`src/dpm_consts.vh`:
```
// Purpose: Constants for the dual-port memory port host controller
// Assumes: 200 MHz system clock, 16-bit address, 18-bit data
// Notes:   Times in ns, cycle counts derived from them
`ifndef DPM_CONSTS_VH
`define DPM_CONSTS_VH

// ****************************************
// Clock and timing figures
// ****************************************
`define DPM_CLK_MHZ        200
`define DPM_TWP_NS         12
`define DPM_TWZ_NS         10
`define DPM_TDW_NS         10
`define DPM_TWH_NS         12
`define DPM_TAA_NS         15
`define DPM_TSOP_NS        10
`define DPM_TWB_NS         0
`define DPM_CEIL_CYC(ns)   (((ns) * `DPM_CLK_MHZ + 999) / 1000)
`define DPM_SYNC_CYC       2

// ****************************************
// Address map and field layout
// ****************************************
`define DPM_ADDR_W         16
`define DPM_DATA_W         18
`define DPM_MBOX_RIGHT     16'hFFFF
`define DPM_MBOX_LEFT      16'hFFFE
`define DPM_SEM_ADDR_W     3
`define DPM_SEM_BIT        0
`define DPM_SEM_FREE       1'h1
`define DPM_SEM_CLAIM      1'h0

`endif

```
`src/dpm_host.v`:
```
// Purpose: Host controller driving one port of an asynchronous dual-port memory
// Assumes: Single clock, pins from the memory pass a two-flop synchroniser
// Notes:   One access at a time; output enable stays high during writes
`timescale 1ns/100ps
`include "dpm_consts.vh"

// Function
// - Address changes only while write strobe, select and lanes are high.
// - Array uses select low, flag high; flags use opposite, held whole cycle.
// - Write with output drive on is stretched past driver turn-off plus setup.
// - Slave-role collision input goes low no later than write start.
// - After collision deasserts, write strobe stays low at least 12 ns.
// - Hosts put mailbox flags into a known state after power-up.
module dpm_host #(
    parameter             ADDR_W     = `DPM_ADDR_W,
    parameter             DATA_W     = `DPM_DATA_W,
    parameter             SLAVE_ROLE = 0,
    parameter [15:0]      MBOX_OWN   = `DPM_MBOX_RIGHT
) (
    input  wire              CLK,
    input  wire              SYS_RST,
    input  wire              REQ,
    input  wire              REQ_WRITE,
    input  wire              REQ_FLAG,
    input  wire [1:0]        REQ_LANES,
    input  wire [ADDR_W-1:0] REQ_ADDR,
    input  wire [DATA_W-1:0] REQ_WDATA,
    input  wire              INHIBIT,
    output reg               READY,
    output reg               ACK,
    output reg  [DATA_W-1:0] RDATA,
    output reg               COLLIDED,
    output reg               MBOX_FLAG_N,
    output reg               SELECT_N,
    output reg               WRITE_N,
    output reg               OUT_EN_N,
    output reg               FLAG_SELECT_N,
    output reg               UPPER_LANE_SELECT_N,
    output reg               LOWER_LANE_SELECT_N,
    output reg  [ADDR_W-1:0] ADDR,
    output reg  [DATA_W-1:0] DQ_O,
    output reg               DQ_OE,
    input  wire [DATA_W-1:0] DQ_I,
    input  wire              BUSY_N_I,
    output reg               BUSY_N_O,
    output reg               BUSY_N_OE,
    input  wire              MBOX_N_I
);

    // ****************************************
    // Timing counts
    // ****************************************
    localparam [31:0] TWP_FULL  = `DPM_CEIL_CYC(`DPM_TWP_NS);
    localparam [31:0] TWZD_FULL = `DPM_CEIL_CYC(`DPM_TWZ_NS + `DPM_TDW_NS);
    // Busy and data are seen two cycles late, so write, hold and read waits cover the synchroniser
    localparam [31:0] TWR_FULL  = ((TWP_FULL > TWZD_FULL) ? TWP_FULL : TWZD_FULL)
                                  + `DPM_SYNC_CYC;
    localparam [31:0] TWH_FULL  = `DPM_CEIL_CYC(`DPM_TWH_NS) + `DPM_SYNC_CYC;
    localparam [31:0] TRD_FULL  = `DPM_CEIL_CYC(`DPM_TAA_NS) + `DPM_SYNC_CYC;
    localparam [31:0] TREC_FULL = `DPM_CEIL_CYC(`DPM_TSOP_NS);
    // All counts fit the five-bit counter, upper bits dropped on purpose
    localparam [4:0]  TWR_CYC   = TWR_FULL[4:0];
    localparam [4:0]  TWH_CYC   = TWH_FULL[4:0];
    localparam [4:0]  TRD_CYC   = TRD_FULL[4:0];
    localparam [4:0]  TREC_CYC  = TREC_FULL[4:0];

    localparam [5:0] ST_INIT  = 6'h01;
    localparam [5:0] ST_IDLE  = 6'h02;
    localparam [5:0] ST_SETUP = 6'h04;
    localparam [5:0] ST_WRITE = 6'h08;
    localparam [5:0] ST_READ  = 6'h10;
    localparam [5:0] ST_REC   = 6'h20;

    reg [5:0]        state_reg;
    reg [4:0]        cnt_reg;
    reg              init_reg;
    reg              wr_reg;
    reg              flag_reg;
    reg [DATA_W-1:0] dq_meta_reg;
    reg [DATA_W-1:0] dq_sync_reg;
    reg              busy_meta_reg;
    reg              busy_sync_reg;
    reg              mbox_meta_reg;
    reg              mbox_sync_reg;

    // ****************************************
    // Pin synchronisers
    // ****************************************
    always @(posedge CLK or posedge SYS_RST) begin
        if (SYS_RST) begin
            dq_meta_reg   <= {DATA_W{1'b0}};
            dq_sync_reg   <= {DATA_W{1'b0}};
            busy_meta_reg <= 1'b1;
            busy_sync_reg <= 1'b1;
            mbox_meta_reg <= 1'b1;
            mbox_sync_reg <= 1'b1;
        end else begin
            dq_meta_reg   <= DQ_I;
            dq_sync_reg   <= dq_meta_reg;
            busy_meta_reg <= BUSY_N_I;
            busy_sync_reg <= busy_meta_reg;
            mbox_meta_reg <= MBOX_N_I;
            mbox_sync_reg <= mbox_meta_reg;
        end
    end

    // ****************************************
    // Access sequencer
    // ****************************************
    always @(posedge CLK or posedge SYS_RST) begin
        if (SYS_RST) begin
            state_reg           <= ST_INIT;
            cnt_reg             <= 5'h00;
            init_reg            <= 1'b1;
            wr_reg              <= 1'b0;
            flag_reg            <= 1'b0;
            READY               <= 1'b0;
            ACK                 <= 1'b0;
            RDATA               <= {DATA_W{1'b0}};
            COLLIDED            <= 1'b0;
            MBOX_FLAG_N         <= 1'b1;
            SELECT_N            <= 1'b1;
            WRITE_N             <= 1'b1;
            OUT_EN_N            <= 1'b1;
            FLAG_SELECT_N       <= 1'b1;
            UPPER_LANE_SELECT_N <= 1'b1;
            LOWER_LANE_SELECT_N <= 1'b1;
            ADDR                <= {ADDR_W{1'b0}};
            DQ_O                <= {DATA_W{1'b0}};
            DQ_OE               <= 1'b0;
            BUSY_N_O            <= 1'b1;
            BUSY_N_OE           <= 1'b0;
        end else begin
            ACK         <= 1'b0;
            MBOX_FLAG_N <= mbox_sync_reg;
            BUSY_N_OE   <= (SLAVE_ROLE != 0);
            // Inhibit updates while idle so it leads any write strobe
            if (state_reg == ST_IDLE) begin
                BUSY_N_O <= ~INHIBIT;
            end
            case (state_reg)
                ST_INIT: begin
                    // Own mailbox read clears the flag left over from power-up
                    ADDR     <= MBOX_OWN[ADDR_W-1:0];
                    wr_reg   <= 1'b0;
                    flag_reg <= 1'b0;
                    state_reg <= ST_SETUP;
                end
                ST_IDLE: begin
                    READY <= 1'b1;
                    if (REQ) begin
                        READY    <= 1'b0;
                        COLLIDED <= 1'b0;
                        wr_reg   <= REQ_WRITE;
                        flag_reg <= REQ_FLAG;
                        // All strobes are high here, so the address may move
                        ADDR     <= REQ_ADDR;
                        DQ_O     <= REQ_FLAG ? {{(DATA_W-1){1'b1}}, REQ_WDATA[`DPM_SEM_BIT]}
                                             : REQ_WDATA;
                        state_reg <= ST_SETUP;
                    end
                end
                ST_SETUP: begin
                    SELECT_N      <= flag_reg;
                    FLAG_SELECT_N <= ~flag_reg;
                    UPPER_LANE_SELECT_N <= init_reg ? 1'b0 : ~REQ_LANES[1];
                    LOWER_LANE_SELECT_N <= init_reg ? 1'b0 : ~REQ_LANES[0];
                    if (flag_reg) begin
                        UPPER_LANE_SELECT_N <= 1'b1;
                        LOWER_LANE_SELECT_N <= 1'b1;
                    end
                    if (wr_reg) begin
                        WRITE_N  <= 1'b0;
                        OUT_EN_N <= 1'b1;
                        DQ_OE    <= 1'b1;
                        cnt_reg  <= TWR_CYC;
                        state_reg <= ST_WRITE;
                    end else begin
                        OUT_EN_N <= 1'b0;
                        cnt_reg  <= TRD_CYC;
                        state_reg <= ST_READ;
                    end
                end
                ST_WRITE: begin
                    if (!busy_sync_reg && (SLAVE_ROLE == 0)) begin
                        // Strobe held until collision clears, then hold time runs
                        COLLIDED <= 1'b1;
                        cnt_reg  <= TWH_CYC;
                    end else if (cnt_reg > 5'h01) begin
                        cnt_reg <= cnt_reg - 5'h01;
                    end else begin
                        WRITE_N       <= 1'b1;
                        SELECT_N      <= 1'b1;
                        FLAG_SELECT_N <= 1'b1;
                        UPPER_LANE_SELECT_N <= 1'b1;
                        LOWER_LANE_SELECT_N <= 1'b1;
                        cnt_reg  <= TREC_CYC;
                        state_reg <= ST_REC;
                    end
                end
                ST_READ: begin
                    if (cnt_reg > 5'h01) begin
                        cnt_reg <= cnt_reg - 5'h01;
                    end else begin
                        RDATA <= flag_reg ? {DATA_W{dq_sync_reg[`DPM_SEM_BIT]}} : dq_sync_reg;
                        OUT_EN_N      <= 1'b1;
                        SELECT_N      <= 1'b1;
                        FLAG_SELECT_N <= 1'b1;
                        UPPER_LANE_SELECT_N <= 1'b1;
                        LOWER_LANE_SELECT_N <= 1'b1;
                        cnt_reg  <= TREC_CYC;
                        state_reg <= ST_REC;
                    end
                end
                ST_REC: begin
                    // Data released only after strobes rose, giving hold margin
                    DQ_OE <= 1'b0;
                    if (cnt_reg > 5'h01) begin
                        cnt_reg <= cnt_reg - 5'h01;
                    end else begin
                        ACK      <= ~init_reg;
                        init_reg <= 1'b0;
                        state_reg <= ST_IDLE;
                    end
                end
                default: begin
                    state_reg <= ST_INIT;
                end
            endcase
        end
    end

endmodule

```
`config.mk`:
```
export PLATFORM = sky130hd
export DESIGN_NAME = dpm_host
export DESIGN_NICKNAME = d
export VERILOG_FILES = /design/src/dpm_host.v
export VERILOG_INCLUDE_DIRS = /design/src /design/src/src
export SDC_FILE = /design/constraint.sdc
export NUM_CORES = 1
export LEC_CHECK = 0
export BUFFER_PORTS_ARGS = -buffer_cell sky130_fd_sc_hd__buf_2
export CAP_MARGIN = 40
export CORE_MARGIN = 2
export CORE_UTILIZATION = 42
export DETAILED_ROUTE_END_ITERATION = 8
export GPL_TIMING_DRIVEN = 0
export PLACE_DENSITY = 0.67
export SLEW_MARGIN = 20
export SYNTH_ARGS = -nofsm -noshare
export SYNTH_HDL_FRONTEND = slang
export SYNTH_SLANG_ARGS = --single-unit
```
`constraint.sdc`:
```
create_clock -name CLK -period 3.9 [get_ports CLK]
set_input_delay 0.195 -clock CLK [delete_from_list [all_inputs] [get_ports CLK]]
set_output_delay 0.195 -clock CLK [all_outputs]
set_load 0.1 [all_outputs]
```
==> results of run 1 <==
==> cell type report <==
class	instances	area (um2)
buffer	22	120
clock buffer	18	418
clock inverter	14	154
fill	827	3870
inverter	12	50.0
multi-input combinational	224	1280
sequential	118	2970
tap	136	170
timing repair buffer	184	1240
==> cell usage after synthesis, types with 3 or more instances <==
master,number
nand2_1,48
a21oi_1,25
buf_2,3
buf_4,5
nor2_1,31
o22ai_1,3
clkbuf_1,12
o22a_1,16
o211ai_1,3
o21ai_0,13
dfstp_2,14
nor3_1,5
o21ai_1,37
inv_1,11
dfrtp_1,104
==> power by group <==
part / internal [uW] / total, uW / switching (uW)
logic: 424 / 2140 / 1720
registers: 1470 / 1610 / 138
clock network: 913 / 1470 / 558
total: 2810 / 5220 / 2420
==> worst min-delay path by stage <==
stage	start	end	depth (start not counted)
6_report	REQ	READY$_DFFE_PP0N_	3
5_1_grt	REQ	READY$_DFFE_PP0N_	3
4_1_cts	REQ	READY$_DFFE_PP0N_	3
3_5_place_dp	SYS_RST	ADDR[0]$_DFFE_PP0P_	2
3_3_place_gp	MBOX_N_I	mbox_meta_reg$_DFF_PP1_	1
2_1_floorplan	BUSY_N_I	busy_meta_reg$_DFF_PP1_	0
==> through the flow <==
step           setup slack [ns]  instances  setup TNS (ns)
6_report                   2.00        728               0
5_1_grt                    1.83        728               0
4_1_cts                    2.01        728               0
3_5_place_dp               2.03        637               0
3_3_place_gp             -0.588        636          -60.49
2_1_floorplan             0.599        376               0
==> critical path, cell delays in order (launching register included) <==
cell and delay, ns:
dfrtp_1 0.40, inv_1 0.08, ha_1 0.19, o21a_2 0.27, nand3_2 0.18, clkbuf_1 0.46
nand2_1 0.11, o21ai_1 0.11
==> routing by layer <==
| layer | part of all wire | track usage | vias up |
|---|---|---|---|
| li1 | - | - | 1707 |
| met1 | 0.40 | 0.239 | 1751 |
| met2 | 0.53 | 0.357 | 113 |
| met3 | 0.042 | 0.0448 | 23 |
| met4 | 0.028 | 0.102 | 0 |
| met5 | 0 | 0 | - |
==> cells in the final DEF, fill, tap and decap left out, types with 3 or more instances in the layout <==
cell           netlist  layout
nor2_1              31      31
o22ai_1              3       3
o21ai_0             13      13
o22a_1              16      16
inv_1               11      10
clkbuf_16            0      16
clkinv_4             0       5
o211ai_1             3       3
nand2_1             48      48
dlygate4sd3_1        0      59
o21ai_1             37      37
a21oi_1             25      25
inv_6                0       3
nor3_1               5       5
buf_2                3     127
dfrtp_1            104     104
dfstp_2             14      14
clkbuf_1            12      13
buf_4                5       5
clkinvlp_4           0       3
==> cells by family after synthesis <==
logic type / count (synthesis) / synth area share
flops: 118 / 0.673
compound gates: 115 / 0.161
mux: 2 / 0.00510
fa+ha+maj: 2 / 0.00566
other cells: 1 / 0.000849
xor+xnor: 1 / 0.00198
simple gates: 103 / 0.115
buf+inv: 34 / 0.0374
==> impl_metrics.csv, run 1 <==
group,metric,value,unit
yosys,synthesis.nets,440,
cts,cts-hold-fix-buffers,59,
sta,whs,0.0885,ns
cts,cts_tree,"yes",
place,io_buffers,124,
critical_path,crit_path_max_fanout,10,
sta,slew_viol_final,0,
place,postPlaceCellArea,0.00524,mm2
die,die_h,107,um
sta,setup_viol,0,
cts,cts_resized,0,
yosys,ys_ff_latch,118,
cts,numCtsBuffers,17,
final_layout,num_antenna_cells,0,
yosys,ys_types,50,
yosys,ys_warn_count,0,
critical_path,regToRegEndpoint,"RDATA[7]$_DFFE_PP0P_",
global_route,grt_first_pass_wirelength,17.9,mm
critical_path,criticalPathCategory,"reg2reg",
sta,fin_crit_sh,0.487,
cts,htreeDepth,4,
sta,relSlewSlack,0.629,
die,initial_core_util,0.430,
final_layout,fin_area,0.00640,mm2
critical_path,critPathLaunch,"cnt_reg[1]$_DFFE_PP0P_",
yosys,synth.top_cell.area_share,0.589,
yosys,seq_area_frac_synth,0.673,
sta,worstMarginPinSlew,0.556,ns
die,die_area,0.0114,mm2
cts,cts.sink_count,118,
sta,max_freq,527,MHz
die,io_pins,127,
detailed_routing,num_vias,3594,
detailed_routing,drc,0,
critical_path,worst-r2r-cell-count,7,
yosys,ys.flop_type,"dfrtp_1",
power,powerDensity,816,mW/mm2
place,hpwl,6.71,mm
yosys,synth.area.top_cells,"dfrtp_1 59%, dfstp_2 8.3%, o21ai_1 4.2%",
global_route,grt-ovfl-total,0,
cts,post_cts_buffers,0,
yosys,async_flop_share,1.00,
critical_path,worst_setup_path_start_kind,"flip-flop",
die,die_w,107,um
yosys,netlist_area,0.00442,mm2
yosys,avgSynthCellArea,11.7,um2
sta,rsz0062_at_grt,"false",
sta,clock_skew,0.00843,ns
global_route,grt_pass1_vias,3748,
power,p_leak,0.00298,uW
detailed_routing,routedWlPerCell,14.5,um
detailed_routing,vias_per_cell,4.94,
job,cap_violations,0,
sta,hold_viol_final,0,
detailed_routing,first_pass_iters,5,
global_route,grt_util_all_layers,0.205,
critical_path,crit_end,"RDATA[7]$_DFFE_PP0P_",
place,place.gp.congestion,0.854,
power,peakVddDrop,640,uV
detailed_routing,drtAntennaViolNets,0,
detailed_routing,wl,10.6,mm
cts,clkTransAtPathRegs,0.06,ns
cts,cts_buffer_depth,2,
sta,period_minus_slack,1.90,ns
final_layout,drive_above_1_share,0.329,
final_layout,nets,643,
critical_path,arrival,2.32,ns
yosys,yosys.area.top_type,"dfrtp_1",
critical_path,reg2reg_from,"cnt_reg[1]$_DFFE_PP0P_",
yosys,synthCells,376,
critical_path,crit_required,4.32,ns
die,rows,37,
critical_path,reg2reg_slack,2.00,ns
global_route,grt_max_degree,65,
cts,clk_latency,0.51,ns
global_route,antenna_found_initial,0,
die,core,0.0103,mm2
final_layout,area_delta_synth_final,45.0,%
run_status,status,"finished clean",
critical_path,cp-end-kind,"flip-flop",
cts,clock_tree.root_cell,"clkbuf_8",
detailed_routing,initialDrtViolationCount,135,
min_path,min-delay-path-class,"in2reg",
yosys,synth_edf_count,0,
power,power.total,5230,uW
final_layout,postLayoutCoreUtil,0.623,
Note: power is estimated with default switching activity, not from simulation.
==> run 2, diff against run 1 <==
--- a/config.mk
+++ b/config.mk
@@ -12,7 +12,7 @@
 export CORE_UTILIZATION = 42
 export DETAILED_ROUTE_END_ITERATION = 8
 export GPL_TIMING_DRIVEN = 0
-export PLACE_DENSITY = 0.67
+export PLACE_DENSITY = 0.69
 export SLEW_MARGIN = 20
 export SYNTH_ARGS = -nofsm -noshare
 export SYNTH_HDL_FRONTEND = slang
==> constraint.sdc (replaced) <==
create_clock -name CLK -period 1.65 [get_ports CLK]
set_input_delay 0.0825 -clock CLK [delete_from_list [all_inputs] [get_ports CLK]]
set_output_delay 0.0825 -clock CLK [all_outputs]
set_load 0.1 [all_outputs]
==> impl_metrics.csv, run 2 (synthesized netlist as in run 1, its figures left out) <==
group,metric,value,unit
critical_path,worst_setup_path_start_kind,"flip-flop",
sta,rsz0062_at_grt,"true",
power,p_sw,5940,uW
critical_path,critPathLaunch,"state_reg[0]$_DFFE_PP1P_",
power,p_sw_frac,0.467,
critical_path,crit_required,2.05,ns
final_layout,drive_above_1_share,0.379,
die,initial_core_util,0.430,
power,p_leak,0.00313,uW
die,rows,37,
cts,clkTransAtPathRegs,0.06,ns
cts,numCtsBuffers,17,
critical_path,crit_end,"cnt_reg[1]$_DFFE_PP0P_",
power,comb_power_share,0.431,
critical_path,cpPeakStageDelay,0.64,ns
global_route,antenna_found_initial,0,
critical_path,worstPathCellList,"nor2_1, and3_4, nand2_2, o21ai_1, o32a_1",
detailed_routing,initialDrtViolationCount,168,
cts,htreeDepth,4,
critical_path,critical_path.slowest_cell,"dfstp_2",
critical_path,regToRegEndpoint,"cnt_reg[1]$_DFFE_PP0P_",
power,clock_power_share,0.265,
cts,cts_buffer_depth,2,
global_route,grt_util_all_layers,0.213,
sta,hold_viol_final,0,
critical_path,path_depth,5,
detailed_routing,drc,0,
final_layout,nets,665,
global_route,grt-ovfl-total,0,
power,p_int,6780,uW
sta,period_minus_slack,1.64,ns
final_layout,fin_area,0.00676,mm2
cts,clock_tree.root_cell,"clkbuf_8",
critical_path,reg2reg_from,"state_reg[0]$_DFFE_PP1P_",
detailed_routing,vias_per_cell,4.98,
sta,fin_crit_sh,0.992,
final_layout,mostFrequentLayoutCells,"126 x buf_2, 102 x dfrtp_1, 68 x dlygate4sd3_1, 46 x nand2_1, 37 x o21ai_1",
global_route,grt_max_degree,37,
sta,setup_viol,0,
die,die_h,107,um
sta,relSlewSlack,0.601,
die,io_pins,127,
min_path,min-delay-path-class,"in2reg",
sta,clock_skew,0.00731,ns
final_layout,num_antenna_cells,0,
sta,whs,0.201,ns
run_status,status,"finished clean",
final_layout,layout_commonest_cell,"buf_2",
critical_path,worst-r2r-cell-count,5,
detailed_routing,drtAntennaViolNets,0,
cts,cts.sink_count,118,
power,peakVddDrop,1480,uV
detailed_routing,num_vias,3733,
die,core,0.0103,mm2
job,cap_violations,0,
critical_path,reg2reg_slack,0.01,ns
detailed_routing,routedWlPerCell,15.1,um
global_route,grt_pass1_vias,3786,
die,die_area,0.0114,mm2
die,die_w,107,um
sta,max_freq,611,MHz
detailed_routing,first_pass_iters,4,
critical_path,criticalPathCategory,"reg2reg",
critical_path,crit_path_max_fanout,8,
final_layout,area_delta_synth_final,53.0,%
power,powerDensity,1880,mW/mm2
critical_path,critPathTopFamily,"flip-flops",
sta,worstMarginPinSlew,0.597,ns
sta,slew_viol_final,0,
cts,clk_latency,0.52,ns
place,postPlaceCellArea,0.00527,mm2
global_route,grt_first_pass_wirelength,18.5,mm
critical_path,cp-end-kind,"flip-flop",
critical_path,arrival,2.04,ns
power,seq_power_share,0.304,
place,place.gp.congestion,0.839,
place,hpwl,6.90,mm
detailed_routing,wl,11.4,mm
critical_path,path_buf_inv,0,
cts,cts_tree,"yes",
place,io_buffers,124,
==> run 2: stage by stage <==
step / utilization / setup TNS, ns / std cells / setup slack, ns / power [uW]
finish: 0.658 / 0 / 750 / 0.0129 / 12700
floorplan: - / 0 / 376 / 0.0648 / 7950
global placement: 0.507 / -56.09 / 636 / -0.513 / 8720
CTS: 0.641 / -0.105 / 743 / -0.0204 / 12500
global route: 0.658 / -0.576 / 750 / -0.0836 / 13300
detailed placement: 0.513 / -4.49 / 639 / -0.228 / 8830
==> run 2: how the worst min path moves through the flow <==
stage / slack (ns) / cells past startpoint / from / endpoint
after floorplan: 0.09 / 0 / BUSY_N_I / busy_meta_reg$_DFF_PP1_
after global placement: 0.19 / 1 / BUSY_N_I / busy_meta_reg$_DFF_PP1_
after detailed placement: 0.18 / 2 / SYS_RST / dq_meta_reg[16]$_DFF_PP0_
after CTS: 0.17 / 2 / DQ_I[0] / dq_meta_reg[0]$_DFF_PP0_
after global routing: 0.18 / 2 / DQ_I[15] / dq_meta_reg[15]$_DFF_PP0_
final: 0.20 / 2 / DQ_I[12] / dq_meta_reg[12]$_DFF_PP0_
==> run 2: worst register-to-register path, cell delays in order, from the launching register on <==
cell,delay (ns)
dfstp_2,0.64
nor2_1,0.13
and3_4,0.22
nand2_2,0.11
o21ai_1,0.09
o32a_1,0.33
==> run 2: metal layers <==
metal,global-route usage,share of wire,wire (um),up-vias
met5,0,0,0,-
li1,-,-,-,1748
met2,0.360,0.54,6110,115
met3,0.0674,0.043,485,22
met4,0.0946,0.021,240,0
met1,0.250,0.40,4520,1848
==> run 2: layout make-up <==
cell class	instances	area (um2)
plain buffers	21	161
inverters	12	48.8
repair buffers	207	1460
clock buffers	19	432
clock inverters	13	126
flip-flops and latches	118	2970
multi-input cells	224	1390
fillers	779	3520
well taps	136	170
==> run 2: power by group through the flow <==
stage	registers [uW]	logic (uW)	clock network, uW
2_1_floorplan	6660	1290	0
3_3_place_gp	3810	4910	0
3_5_place_dp	3830	5000	0
4_1_cts	3830	5210	3430
5_1_grt	3930	5780	3580
6_report	3860	5480	3380
==> run 2: repair_timing <==
item / 4_1_cts / 5_1_grt
gates resized for setup: 14 / 52
pin swaps: 4 / 10
endpoints found under the hold margin: 82 / 0
hold buffers: 68 / 0
setup buffers: 5 / 7
setup endpoints to repair: 59 / 59
